## src/rtl/sac_pkg.sv

```systemverilog
// Shared offsets, bit positions, reset values and counts of the serial control block.
package sac_pkg;
  // Register byte offsets on the APB side.
  localparam logic [7:0] SAC_OFS_FMT = 8'h00;
  localparam logic [7:0] SAC_OFS_CTL = 8'h04;
  localparam logic [7:0] SAC_OFS_STAT = 8'h08;
  localparam logic [7:0] SAC_OFS_DATA = 8'h0c;
  // Bit positions in serial_format_control.
  localparam int SAC_F_PODD = 0;
  localparam int SAC_F_PAR = 1;
  localparam int SAC_F_ISTOP = 2;
  localparam int SAC_F_MARK = 3;
  localparam int SAC_F_NINE = 4;
  localparam int SAC_F_POL = 5;
  localparam int SAC_F_UNIT = 6;
  localparam int SAC_F_LOOP = 7;
  // Bit positions in serial_irq_tx_rx_control.
  localparam int SAC_C_BRK = 0;
  localparam int SAC_C_STBY = 1;
  localparam int SAC_C_RXON = 2;
  localparam int SAC_C_TXON = 3;
  localparam int SAC_C_IDLE_EN = 4;
  localparam int SAC_C_RXF_EN = 5;
  localparam int SAC_C_TXD_EN = 6;
  localparam int SAC_C_TXE_EN = 7;
  // Bit positions in the status register.
  localparam int SAC_S_TXE = 0;
  localparam int SAC_S_TXD = 1;
  localparam int SAC_S_RXF = 2;
  localparam int SAC_S_IDL = 3;
  localparam int SAC_S_PERR = 4;
  localparam int SAC_S_FERR = 5;
  // Reset values of both control registers.
  localparam logic [7:0] SAC_FMT_RST = 8'h00;
  localparam logic [7:0] SAC_CTL_RST = 8'h00;
  // Frame lengths in bit times, and the single mark bit after a break.
  localparam logic [3:0] SAC_LEN_EIGHT = 4'ha;
  localparam logic [3:0] SAC_LEN_NINE = 4'hb;
  localparam logic [3:0] SAC_LEN_MARK = 4'h1;
  // Clock cycles per bit time.
  localparam int SAC_BIT_CLKS = 16;
  // Receiver states.
  typedef enum logic [1:0] {
    SAC_RX_IDLE = 2'b00,
    SAC_RX_START = 2'b01,
    SAC_RX_DATA = 2'b10,
    SAC_RX_STOP = 2'b11
  } sac_rx_t;
endpackage

```

## src/rtl/sac_tx_if.sv

```systemverilog
// Frame hand-off between the control logic and the transmit shifter.
`timescale 1ns/1ps
`default_nettype none
interface sac_tx_if;
  logic valid; // A frame is offered.
  logic [10:0] frame; // Frame bits, first bit in bit 0.
  logic [3:0] flen; // Frame length in bit times.
  logic clear; // Abort and go idle.
  logic take; // One-cycle pulse: frame accepted.
  logic busy; // Shifter is sending.
  logic line; // Transmitted level before inversion.
  modport ctl (output valid, frame, flen, clear, input take, busy, line);
  modport tx (input valid, frame, flen, clear, output take, busy, line);
endinterface
`default_nettype wire

```

## src/rtl/sac_tx.sv

```systemverilog
// Transmit shifter that sends offered frames with no gap between them.
`timescale 1ns/1ps
`default_nettype none
module sac_tx #(
  parameter int BIT_CLKS = sac_pkg::SAC_BIT_CLKS
) (
  input wire logic pclk,
  input wire logic presetn,
  sac_tx_if.tx tx
);
  // Shifter state.
  typedef struct packed {
    logic busy;
    logic line;
    logic take;
    logic [10:0] sh;
    logic [3:0] left;
    logic [15:0] cnt;
  } sac_tx_state_t;
  localparam logic [15:0] LAST = 16'(BIT_CLKS - 1);
  sac_tx_state_t q;
  sac_tx_state_t d;

  // A new frame is taken straight at the end of the last bit, so frames run back to back.
  always_comb begin
    d = q;
    d.take = 1'b0;
    if (tx.clear) begin
      d.busy = 1'b0;
      d.line = 1'b1;
      d.cnt = '0;
      d.left = '0;
    end else if (q.busy && q.cnt != LAST) begin
      d.cnt = q.cnt + 16'h0001;
    end else if (q.busy && q.left > 4'h1) begin
      d.cnt = '0;
      d.left = q.left - 4'h1;
      d.sh = {1'b1, q.sh[10:1]};
      d.line = q.sh[1];
    end else if (tx.valid) begin
      d.busy = 1'b1;
      d.take = 1'b1;
      d.cnt = '0;
      d.sh = tx.frame;
      d.left = tx.flen;
      d.line = tx.frame[0];
    end else begin
      // Nothing queued: the line returns to idle high.
      d.busy = 1'b0;
      d.line = 1'b1;
      d.cnt = '0;
    end
  end

  // State register.
  always_ff @(posedge pclk or negedge presetn) begin
    if (!presetn) begin
      q <= '0;
      q.line <= 1'b1;
    end else begin
      q <= d;
    end
  end

  assign tx.busy = q.busy;
  assign tx.line = q.line;
  assign tx.take = q.take;
endmodule
`default_nettype wire

```

## src/rtl/sac_top.sv

```systemverilog
// Serial unit control registers, pin muxing, transmit sequencing and receiver.
//
// Functional notes
// - Unit on forces transmit pin to drive.
// - Unit on forces receive pin to input.
// - Loopback feeds transmitter output into receiver.
// - Unit off sets empty, done; masks transmit irq.
// - Unit enable gates unit and bit timing.
// - Polarity flip inverts every transmitted level.
// - Nine-bit mode gives 11-bit characters.
// - Parity takes most significant data position.
// - Parity select: one odd, zero even.
// - Standby exit by address mark or idle.
// - Idle counting starts after stop or start.
// - Each flag except the parity and framing errors has its own interrupt enable.
// - Transmit enable sends a preamble of ones.
// - Transmit disable finishes character, then idles high.
// - Re-enable during sending queues one idle character.
// - Receiver disable keeps receiver flags.
// - Standby mutes receiver irq; hardware clears it.
// - Break repeats while set, then one mark.
// - Break before preamble replaces the preamble.
// - Reset clears every control bit.
// - Idle flag after 10 or 11 ones.
`timescale 1ns/1ps
`default_nettype none
module sac_top #(
  parameter int BIT_CLKS = sac_pkg::SAC_BIT_CLKS
) (
  input wire logic pclk,
  input wire logic presetn,
  input wire logic psel,
  input wire logic penable,
  input wire logic pwrite,
  input wire logic [7:0] paddr,
  input wire logic [31:0] pwdata,
  output logic [31:0] prdata,
  output logic pready,
  output logic pslverr,
  input wire logic serial_in_pin,
  output logic serial_in_pin_out,
  output logic serial_in_pin_oe,
  output logic serial_out_pin,
  output logic serial_out_pin_oe,
  input wire logic port_e_dir_bit0,
  input wire logic port_e_dir_bit1,
  input wire logic port_e_data_bit0,
  input wire logic port_e_data_bit1,
  output logic tx_irq,
  output logic rx_irq
);
  localparam logic [15:0] LAST = 16'(BIT_CLKS - 1);
  localparam logic [15:0] HALF = 16'(BIT_CLKS / 2 - 1);

  // All state of the block except the transmit shifter, which keeps its own.
  typedef struct packed {
    logic [7:0] fmt; // Format control register.
    logic [7:0] ctl; // Interrupt and transmit/receive control register.
    logic tx_empty; // Holding register free.
    logic tx_done; // Nothing in flight.
    logic rx_full; // Received character waiting.
    logic idle; // Receive line idle.
    logic perr; // Parity error.
    logic ferr; // Framing error.
    logic [8:0] tx_hold; // Character waiting to be sent.
    logic [8:0] rx_data; // Last received character.
    logic tx_on_prev; // Transmit enable one cycle ago.
    logic pre_pend; // Preamble owed.
    logic mark_pend; // Mark bit owed after a break.
    logic valid; // Frame offered to the shifter.
    logic [10:0] frame; // Offered frame.
    logic [3:0] flen; // Offered frame length.
    sac_pkg::sac_rx_t rst; // Receiver state.
    logic [15:0] rcnt; // Receiver cycle count within a bit.
    logic [3:0] nbit; // Data bits taken so far.
    logic [3:0] ones; // Consecutive ones seen.
    logic [8:0] rsh; // Receive shift register.
    logic armed; // A character was taken since the last idle.
    logic pready; // APB ready.
    logic pslverr; // APB error.
    logic [31:0] prdata; // APB read data.
    logic out_pin; // Transmit pin level.
    logic out_oe; // Transmit pin drive enable.
    logic in_out; // Receive pin port level.
    logic in_oe; // Receive pin drive enable.
    logic tx_irq; // Transmitter request.
    logic rx_irq; // Receiver request.
  } sac_state_t;
  sac_state_t q;
  sac_state_t d;

  sac_tx_if tif ();

  // Decoded controls.
  logic unit_on;
  logic nine;
  logic tx_on;
  logic odd;
  logic tx_level;
  logic rx_line;
  logic rx_en;
  logic setup;
  logic wr;
  logic data_wr;
  logic [3:0] clen;
  logic [8:0] field9;
  logic [7:0] field8;
  logic [10:0] data_frame;
  logic [8:0] rfield;
  logic rmsb;

  assign unit_on = q.fmt[sac_pkg::SAC_F_UNIT];
  assign nine = q.fmt[sac_pkg::SAC_F_NINE];
  assign tx_on = q.ctl[sac_pkg::SAC_C_TXON];
  assign odd = q.fmt[sac_pkg::SAC_F_PODD];
  assign clen = nine ? sac_pkg::SAC_LEN_NINE : sac_pkg::SAC_LEN_EIGHT;
  assign tx_level = tif.line ^ q.fmt[sac_pkg::SAC_F_POL];
  assign rx_line = q.fmt[sac_pkg::SAC_F_LOOP] ? tx_level : serial_in_pin;
  assign rx_en = unit_on & q.ctl[sac_pkg::SAC_C_RXON];
  assign setup = psel & ~penable;
  assign wr = psel & penable & q.pready & pwrite;
  assign data_wr = wr & (paddr == sac_pkg::SAC_OFS_DATA);
  // Parity replaces the top data bit when enabled.
  assign field9 = q.fmt[sac_pkg::SAC_F_PAR] ? {^q.tx_hold[7:0] ^ odd, q.tx_hold[7:0]} : q.tx_hold;
  assign field8 = q.fmt[sac_pkg::SAC_F_PAR] ? {^q.tx_hold[6:0] ^ odd, q.tx_hold[6:0]} : q.tx_hold[7:0];
  assign data_frame = nine ? {1'b1, field9, 1'b0} : {2'b11, field8, 1'b0};
  // Eight-bit characters end one place higher in the shift register.
  assign rfield = nine ? q.rsh : {1'b0, q.rsh[8:1]};
  assign rmsb = nine ? rfield[8] : rfield[7];

  assign tif.valid = q.valid;
  assign tif.frame = q.frame;
  assign tif.flen = q.flen;
  assign tif.clear = ~unit_on;

  // Next-state logic: bus, transmit sequencing, receiver, pins.
  always_comb begin
    d = q;
    // APB: no wait state; read data is registered in the setup cycle so it comes from a flip-flop.
    d.pready = setup;
    if (setup) begin
      d.prdata = '0;
      d.pslverr = 1'b0;
      case (paddr)
        sac_pkg::SAC_OFS_FMT: begin
          d.prdata[7:0] = q.fmt;
        end
        sac_pkg::SAC_OFS_CTL: begin
          d.prdata[7:0] = q.ctl;
        end
        sac_pkg::SAC_OFS_STAT: begin
          d.prdata[5:0] = {q.ferr, q.perr, q.idle, q.rx_full, q.tx_done, q.tx_empty};
        end
        sac_pkg::SAC_OFS_DATA: begin
          d.prdata[8:0] = q.rx_data;
        end
        default: begin
          d.pslverr = 1'b1;
        end
      endcase
    end
    // Register writes at the access edge.
    if (wr) begin
      case (paddr)
        sac_pkg::SAC_OFS_FMT: begin
          d.fmt = pwdata[7:0];
        end
        sac_pkg::SAC_OFS_CTL: begin
          d.ctl = pwdata[7:0];
          // Transmit and receive enables keep their value while the unit is off.
          if (!unit_on) begin
            d.ctl[sac_pkg::SAC_C_TXON] = tx_on;
            d.ctl[sac_pkg::SAC_C_RXON] = q.ctl[sac_pkg::SAC_C_RXON];
          end
        end
        sac_pkg::SAC_OFS_STAT: begin
          // Write one to clear receiver flags; hardware sets below win.
          if (pwdata[sac_pkg::SAC_S_RXF]) d.rx_full = 1'b0;
          if (pwdata[sac_pkg::SAC_S_IDL]) d.idle = 1'b0;
          if (pwdata[sac_pkg::SAC_S_PERR]) d.perr = 1'b0;
          if (pwdata[sac_pkg::SAC_S_FERR]) d.ferr = 1'b0;
        end
        sac_pkg::SAC_OFS_DATA: begin
          d.tx_hold = pwdata[8:0];
          d.tx_empty = 1'b0;
        end
        default: begin
          d.tx_hold = q.tx_hold;
        end
      endcase
    end

    // Transmit sequencing: break, then mark, then preamble, then data.
    d.tx_on_prev = tx_on;
    if (tif.take) begin
      d.valid = 1'b0;
    end else if (!q.valid && unit_on && tx_on) begin
      if (q.ctl[sac_pkg::SAC_C_BRK]) begin
        // Breaks follow each other with no ones between; a break also eats an owed preamble.
        d.valid = 1'b1;
        d.frame = '0;
        d.flen = clen;
        d.mark_pend = 1'b1;
        d.pre_pend = 1'b0;
      end else if (q.mark_pend) begin
        // One mark bit after the last break.
        d.valid = 1'b1;
        d.frame = '1;
        d.flen = sac_pkg::SAC_LEN_MARK;
        d.mark_pend = 1'b0;
      end else if (q.pre_pend) begin
        // Preamble of ones, one character long.
        d.valid = 1'b1;
        d.frame = '1;
        d.flen = clen;
        d.pre_pend = 1'b0;
      end else if (!q.tx_empty && !data_wr && q.tx_on_prev) begin
        // Move the held character; skipped during a data write so no byte is lost.
        // It also waits out the cycle in which the enable rises, so the preamble goes first.
        d.valid = 1'b1;
        d.frame = data_frame;
        d.flen = clen;
        d.tx_empty = 1'b1;
      end
    end
    // A rising transmit enable owes a preamble, even mid-character.
    if (tx_on && !q.tx_on_prev && unit_on) d.pre_pend = 1'b1;
    d.tx_done = q.tx_empty & ~tif.busy & ~q.valid & ~q.pre_pend & ~q.mark_pend;
    // Unit off drops all queued work and reports the transmitter empty and done.
    if (!unit_on) begin
      d.valid = 1'b0;
      d.pre_pend = 1'b0;
      d.mark_pend = 1'b0;
      d.tx_empty = 1'b1;
      d.tx_done = 1'b1;
    end

    // Receiver. Disabling it stops reception but leaves the flags.
    if (!rx_en) begin
      d.rst = sac_pkg::SAC_RX_IDLE;
      d.rcnt = '0;
      d.ones = '0;
    end else begin
      d.rcnt = q.rcnt + 16'h0001;
      case (q.rst)
        sac_pkg::SAC_RX_IDLE: begin
          if (!rx_line) begin
            d.rst = sac_pkg::SAC_RX_START;
            d.rcnt = '0;
          end else if (q.rcnt == LAST) begin
            // Count idle bit times on a high line.
            d.rcnt = '0;
            if (q.ones != 4'hf) d.ones = q.ones + 4'h1;
          end
        end
        sac_pkg::SAC_RX_START: begin
          if (q.rcnt == HALF) begin
            d.rcnt = '0;
            d.nbit = '0;
            d.ones = '0;
            d.rst = rx_line ? sac_pkg::SAC_RX_IDLE : sac_pkg::SAC_RX_DATA;
          end
        end
        sac_pkg::SAC_RX_DATA: begin
          if (q.rcnt == LAST) begin
            d.rcnt = '0;
            d.rsh = {rx_line, q.rsh[8:1]};
            // Ones count from the start bit, or only after the stop bit.
            d.ones = (rx_line && !q.fmt[sac_pkg::SAC_F_ISTOP]) ? q.ones + 4'h1 : 4'h0;
            d.nbit = q.nbit + 4'h1;
            if (q.nbit == clen - 4'h3) d.rst = sac_pkg::SAC_RX_STOP;
          end
        end
        sac_pkg::SAC_RX_STOP: begin
          if (q.rcnt == LAST) begin
            d.rcnt = '0;
            d.rst = sac_pkg::SAC_RX_IDLE;
            d.ones = (rx_line && !q.fmt[sac_pkg::SAC_F_ISTOP]) ? q.ones + 4'h1 : 4'h0;
            if (q.ctl[sac_pkg::SAC_C_STBY]) begin
              // In standby only an address mark counts, and it wakes the receiver.
              if (q.fmt[sac_pkg::SAC_F_MARK] && rmsb) begin
                d.ctl[sac_pkg::SAC_C_STBY] = 1'b0;
                d.rx_full = 1'b1;
                d.rx_data = rfield;
              end
            end else begin
              d.rx_data = rfield;
              d.rx_full = 1'b1;
              d.armed = 1'b1;
              if (!rx_line) d.ferr = 1'b1;
              // Odd parity wants an odd count of ones; a mid-character change just flags.
              if (q.fmt[sac_pkg::SAC_F_PAR] && ((^rfield) != odd)) d.perr = 1'b1;
            end
          end
        end
        default: begin
          d.rst = sac_pkg::SAC_RX_IDLE;
        end
      endcase
      // Idle after a character's worth of ones.
      if (q.rst == sac_pkg::SAC_RX_IDLE && q.ones >= clen) begin
        if (q.ctl[sac_pkg::SAC_C_STBY]) begin
          // Idle wakes a standby receiver without raising the flag, but only while address-mark wake is off.
          if (!q.fmt[sac_pkg::SAC_F_MARK]) d.ctl[sac_pkg::SAC_C_STBY] = 1'b0;
        end else if (q.armed) begin
          d.idle = 1'b1;
          d.armed = 1'b0;
        end
      end
    end

    // Pins: the unit owns both pins while enabled.
    d.out_oe = unit_on | port_e_dir_bit0;
    d.out_pin = unit_on ? tx_level : port_e_data_bit0;
    d.in_oe = ~unit_on & port_e_dir_bit1;
    d.in_out = port_e_data_bit1;
    // Requests, each flag behind its own enable.
    d.tx_irq = unit_on & ((q.tx_empty & q.ctl[sac_pkg::SAC_C_TXE_EN]) |
                          (q.tx_done & q.ctl[sac_pkg::SAC_C_TXD_EN]));
    d.rx_irq = ~q.ctl[sac_pkg::SAC_C_STBY] & ((q.rx_full & q.ctl[sac_pkg::SAC_C_RXF_EN]) |
                                              (q.idle & q.ctl[sac_pkg::SAC_C_IDLE_EN]));
  end

  // State register; reset clears both control registers.
  always_ff @(posedge pclk or negedge presetn) begin
    if (!presetn) begin
      q <= '0;
      q.fmt <= sac_pkg::SAC_FMT_RST;
      q.ctl <= sac_pkg::SAC_CTL_RST;
      q.tx_empty <= 1'b1;
      q.tx_done <= 1'b1;
    end else begin
      q <= d;
    end
  end

  // Transmit shifter.
  sac_tx #(.BIT_CLKS(BIT_CLKS)) u_tx (
    .pclk(pclk),
    .presetn(presetn),
    .tx(tif)
  );

  assign prdata = q.prdata;
  assign pready = q.pready;
  assign pslverr = q.pslverr;
  assign serial_out_pin = q.out_pin;
  assign serial_out_pin_oe = q.out_oe;
  assign serial_in_pin_out = q.in_out;
  assign serial_in_pin_oe = q.in_oe;
  assign tx_irq = q.tx_irq;
  assign rx_irq = q.rx_irq;
endmodule
`default_nettype wire

```

## config.mk

```make
export PLATFORM = sky130hd
export DESIGN_NAME = sac_top
export DESIGN_NICKNAME = d
export VERILOG_FILES = /design/src/rtl/sac_pkg.sv /design/src/rtl/sac_tx_if.sv /design/src/rtl/sac_tx.sv /design/src/rtl/sac_top.sv
export SDC_FILE = /design/constraint.sdc
export NUM_CORES = 1
export LEC_CHECK = 0
export BUFFER_PORTS_ARGS = -buffer_cell sky130_fd_sc_hd__buf_2
export CORE_MARGIN = 2
export CORE_UTILIZATION = 58
export DETAILED_ROUTE_END_ITERATION = 10
export GPL_TIMING_DRIVEN = 0
export HOLD_SLACK_MARGIN = 0.03
export PLACE_DENSITY = 0.79
export SYNTH_ARGS = -nofsm -noshare
export SYNTH_HDL_FRONTEND = slang
export SYNTH_HIERARCHICAL = 1
export SYNTH_SLANG_ARGS = --single-unit
```

## constraint.sdc

```tcl
create_clock -name pclk -period 3.29 [get_ports pclk]
set_input_delay 0.1645 -clock pclk [delete_from_list [all_inputs] [get_ports pclk]]
set_output_delay 0.1645 -clock pclk [all_outputs]
set_load 0.1 [all_outputs]
```

==> flow_summary.ini <==
[clock_tree]
h-tree-depth = 4
cts.clk_slew.worst_paths_ns = 0.06
cts_made_buffers = 17
cts_root_buf = clkbuf_16
clock_latency_ns = 0.42
clkSinkCount = 143
cts_tree = done
cts_buffer_depth = 2

[sta]
min_period_ns = 2.82
fin_crit_sh = 0.856
finalHoldViolations = 0
finalMaxSlewViolations = 0
skew_ns = 0.00752
clock.fmax_mhz = 355
slew_headroom = 0.426
setup_tns_ns = 0
setup_viol = 0
rsz0062_at_grt = false
worstMarginPinSlew_ns = 0.853

[synthesis]
synth_area_per_cell_sq_um = 10.6
async_reset_ff_frac = 1.00
synthesis.area_sq_um = 7280
yosysWarnings = 6
ys_ff_latch = 143
ys_seq_area_frac = 0.492
syn_inst = 689
synth_ff_type = dfrtp_1
synth_edf_count = 0
synth_cell_types = 67

[die]
die_h_um = 116
die_width_um = 116
rows = 40
initial_core_util = 0.601
die_area_sq_um = 13500
core_sq_um = 12100
ios = 90

[cells_and_area]
final_core_util = 0.709
fillerInstances = 901
final_common_cell = dfrtp_1
post_route_cells_drive_above_1_share = 0.221
nets = 840
syn_to_final_growth_pct = 18.0
final_cell_mix = 140 x dfrtp_1, 74 x nor2_1, 52 x nand2_1, 41 x buf_2, 40 x mux2_2
diodes = 0
layout.cells.non_filler = 964

[critical_path]
crit_required_ns = 3.59
end_kind = flip-flop
path_class = reg2reg
path_max_fanout = 10
cp_data_arrival_time_ns = 3.12
start_kind = flip-flop

[global_route]
grt_pass1_wl_um = 26700
grt_max_degree = 105
grt.total_usage = 0.260
grt_pass1_vias = 5426
overflow = 0
antenna_found_initial = 0

[drt]
drt_wl_total_um = 16400
met3_wirelength_um = 576
vias = 5437
drc_errors = 0
top_layer_used = met4
dr.pass1.iters = 5
drtIter0Drc = 513
routed-wl-met2_um = 8540
wl_met1_um = 6770
drtAntennaViolNets = 0
vias_per_cell = 5.64
wl_per_cell_um = 17.0

[power_and_ir_drop]
leakage_nw = 3.89
powerDensity_nw_per_um2 = 562
total_power_mw = 4.82
vdd_drop_max_mv = 0.522

[placement]
port_buffers = 41
globalplace.congestion = 0.895
dpl.hpwl_um = 11600
place_inst = 922

[outcome]
status = complete, no violations

[min_path]
holdCritPathClass = in2reg

[job]
drv_cap = 0
==> synth_stat cells, types with 4 or more instances <==
master	number	area share
a21oi_1	16	0.011
mux2i_1	13	0.018
nand4_1	7	0.0060
mux4_2	6	0.019
buf_4	33	0.034
inv_1	34	0.018
nor2b_1	7	0.0060
o21ai_1	10	0.0069
nand2_1	52	0.027
o211ai_1	11	0.011
nor4_1	6	0.0052
nand2b_1	9	0.0077
xor2_1	11	0.013
nand3_1	15	0.010
mux2_2	40	0.062
or2_2	5	0.0043
a22o_1	14	0.017
nor3_1	9	0.0062
and3_1	5	0.0043
dfrtp_1	140	0.48
clkbuf_1	20	0.010
o31ai_1	14	0.014
ha_1	7	0.012
a22oi_1	6	0.0062
a31oi_1	5	0.0043
o21ai_0	23	0.016
or4_1	5	0.0052
a221oi_1	4	0.0048
nor2_1	74	0.038
xnor2_1	37	0.045
==> registers in the layout, indices dropped and copies added (netlist names), 2 cells and up <==
register and cells:
q 76, tif.flen 2, tif.frame 11, prdata 9
u_tx/q 30
==> worst max-delay path: stages, from the launching register on <==
cell and delay [ns]:
dfrtp_1 0.51, nor4bb_1 0.53, inv_1 0.14, o22ai_1 0.70, clkbuf_1 0.44, mux2_2 0.39
==> area by class of cell <==
class	instances	area [sq um]	share of cell area
Buffer	58	350	0.0408
Inverter	34	128	0.0149
Timing Repair Buffer	52	339	0.0395
Clock inverter	10	208	0.0242
Multi-Input combinational cell	477	3300	0.385
Sequential cell	143	3580	0.417
Clock buffer	22	464	0.0541
Tap cell	168	210	0.0245
==> routing by layer <==
metal / track usage / vias up
met1: 0.304 / 2687
met4: 0.116 / 0
met3: 0.0507 / 39
met2: 0.463 / 139
li1: - / 2572
met5: 0 / -
==> where the power goes <==
group	switching (mW)	internal, mW	total [mW]
Sequential	0.0899	1.86	1.95
Combinational	0.460	0.239	0.699
Clock	0.710	1.46	2.17
==> path summary, 6_finish.rpt <==
| path | start | end | slack, ns | depth (start not counted) |
|---|---|---|---|---|
| max in group asynchronous | presetn | q[109]$_DFFE_PN0P_ | 2.25 | 3 |
| hold / removal | pwdata[3] | d[94]$_DFFE_PN0P_ | 0.05 | 2 |
| setup reg to reg | tif.valid$_DFFE_PN0P_ | tif.frame[8]$_DFFE_PN0P_ | 0.47 | 5 |
| setup / recovery | tif.valid$_DFFE_PN0P_ | tif.frame[8]$_DFFE_PN0P_ | 0.47 | 5 |
| hold reg to reg | q[58]$_DFF_PN0_ | q[58]$_DFF_PN0_ | 0.48 | 1 |
| min in group asynchronous | presetn | u_tx/q[9]$_DFF_PN0_ | 0.22 | 2 |
==> per-stage QoR <==
step                hold slack, ns  cell area (sq um)  worst slack, ns
global route                0.0386               8580            0.279
floorplan                   -0.131               7360            0.836
detailed placement          0.0983               7810            0.494
global placement             0.274               7780            0.155
finish                      0.0475               8580            0.473
CTS                         0.0338               8580            0.497
==> timing repair <==
action                                 CTS  global route
hold buffers                            10             0
gates resized for setup                  0             0
endpoints found under the hold margin   54             0
setup buffers                            0             0
==> kinds of logic (layout without fill, tap and decap cells) <==
family          count (synthesis)  after routing  share of synthesized area
simple gates                  216            216                      0.151
flops                         143            143                      0.492
compound gates                123            123                      0.122
buf+inv                        92            176                     0.0657
mux                            59             59                     0.0983
xor+xnor                       48             48                     0.0578
fa+ha+maj                       7              7                     0.0120
other cells                     1             24                   0.000515
Note: power is estimated with default switching activity, not from simulation.
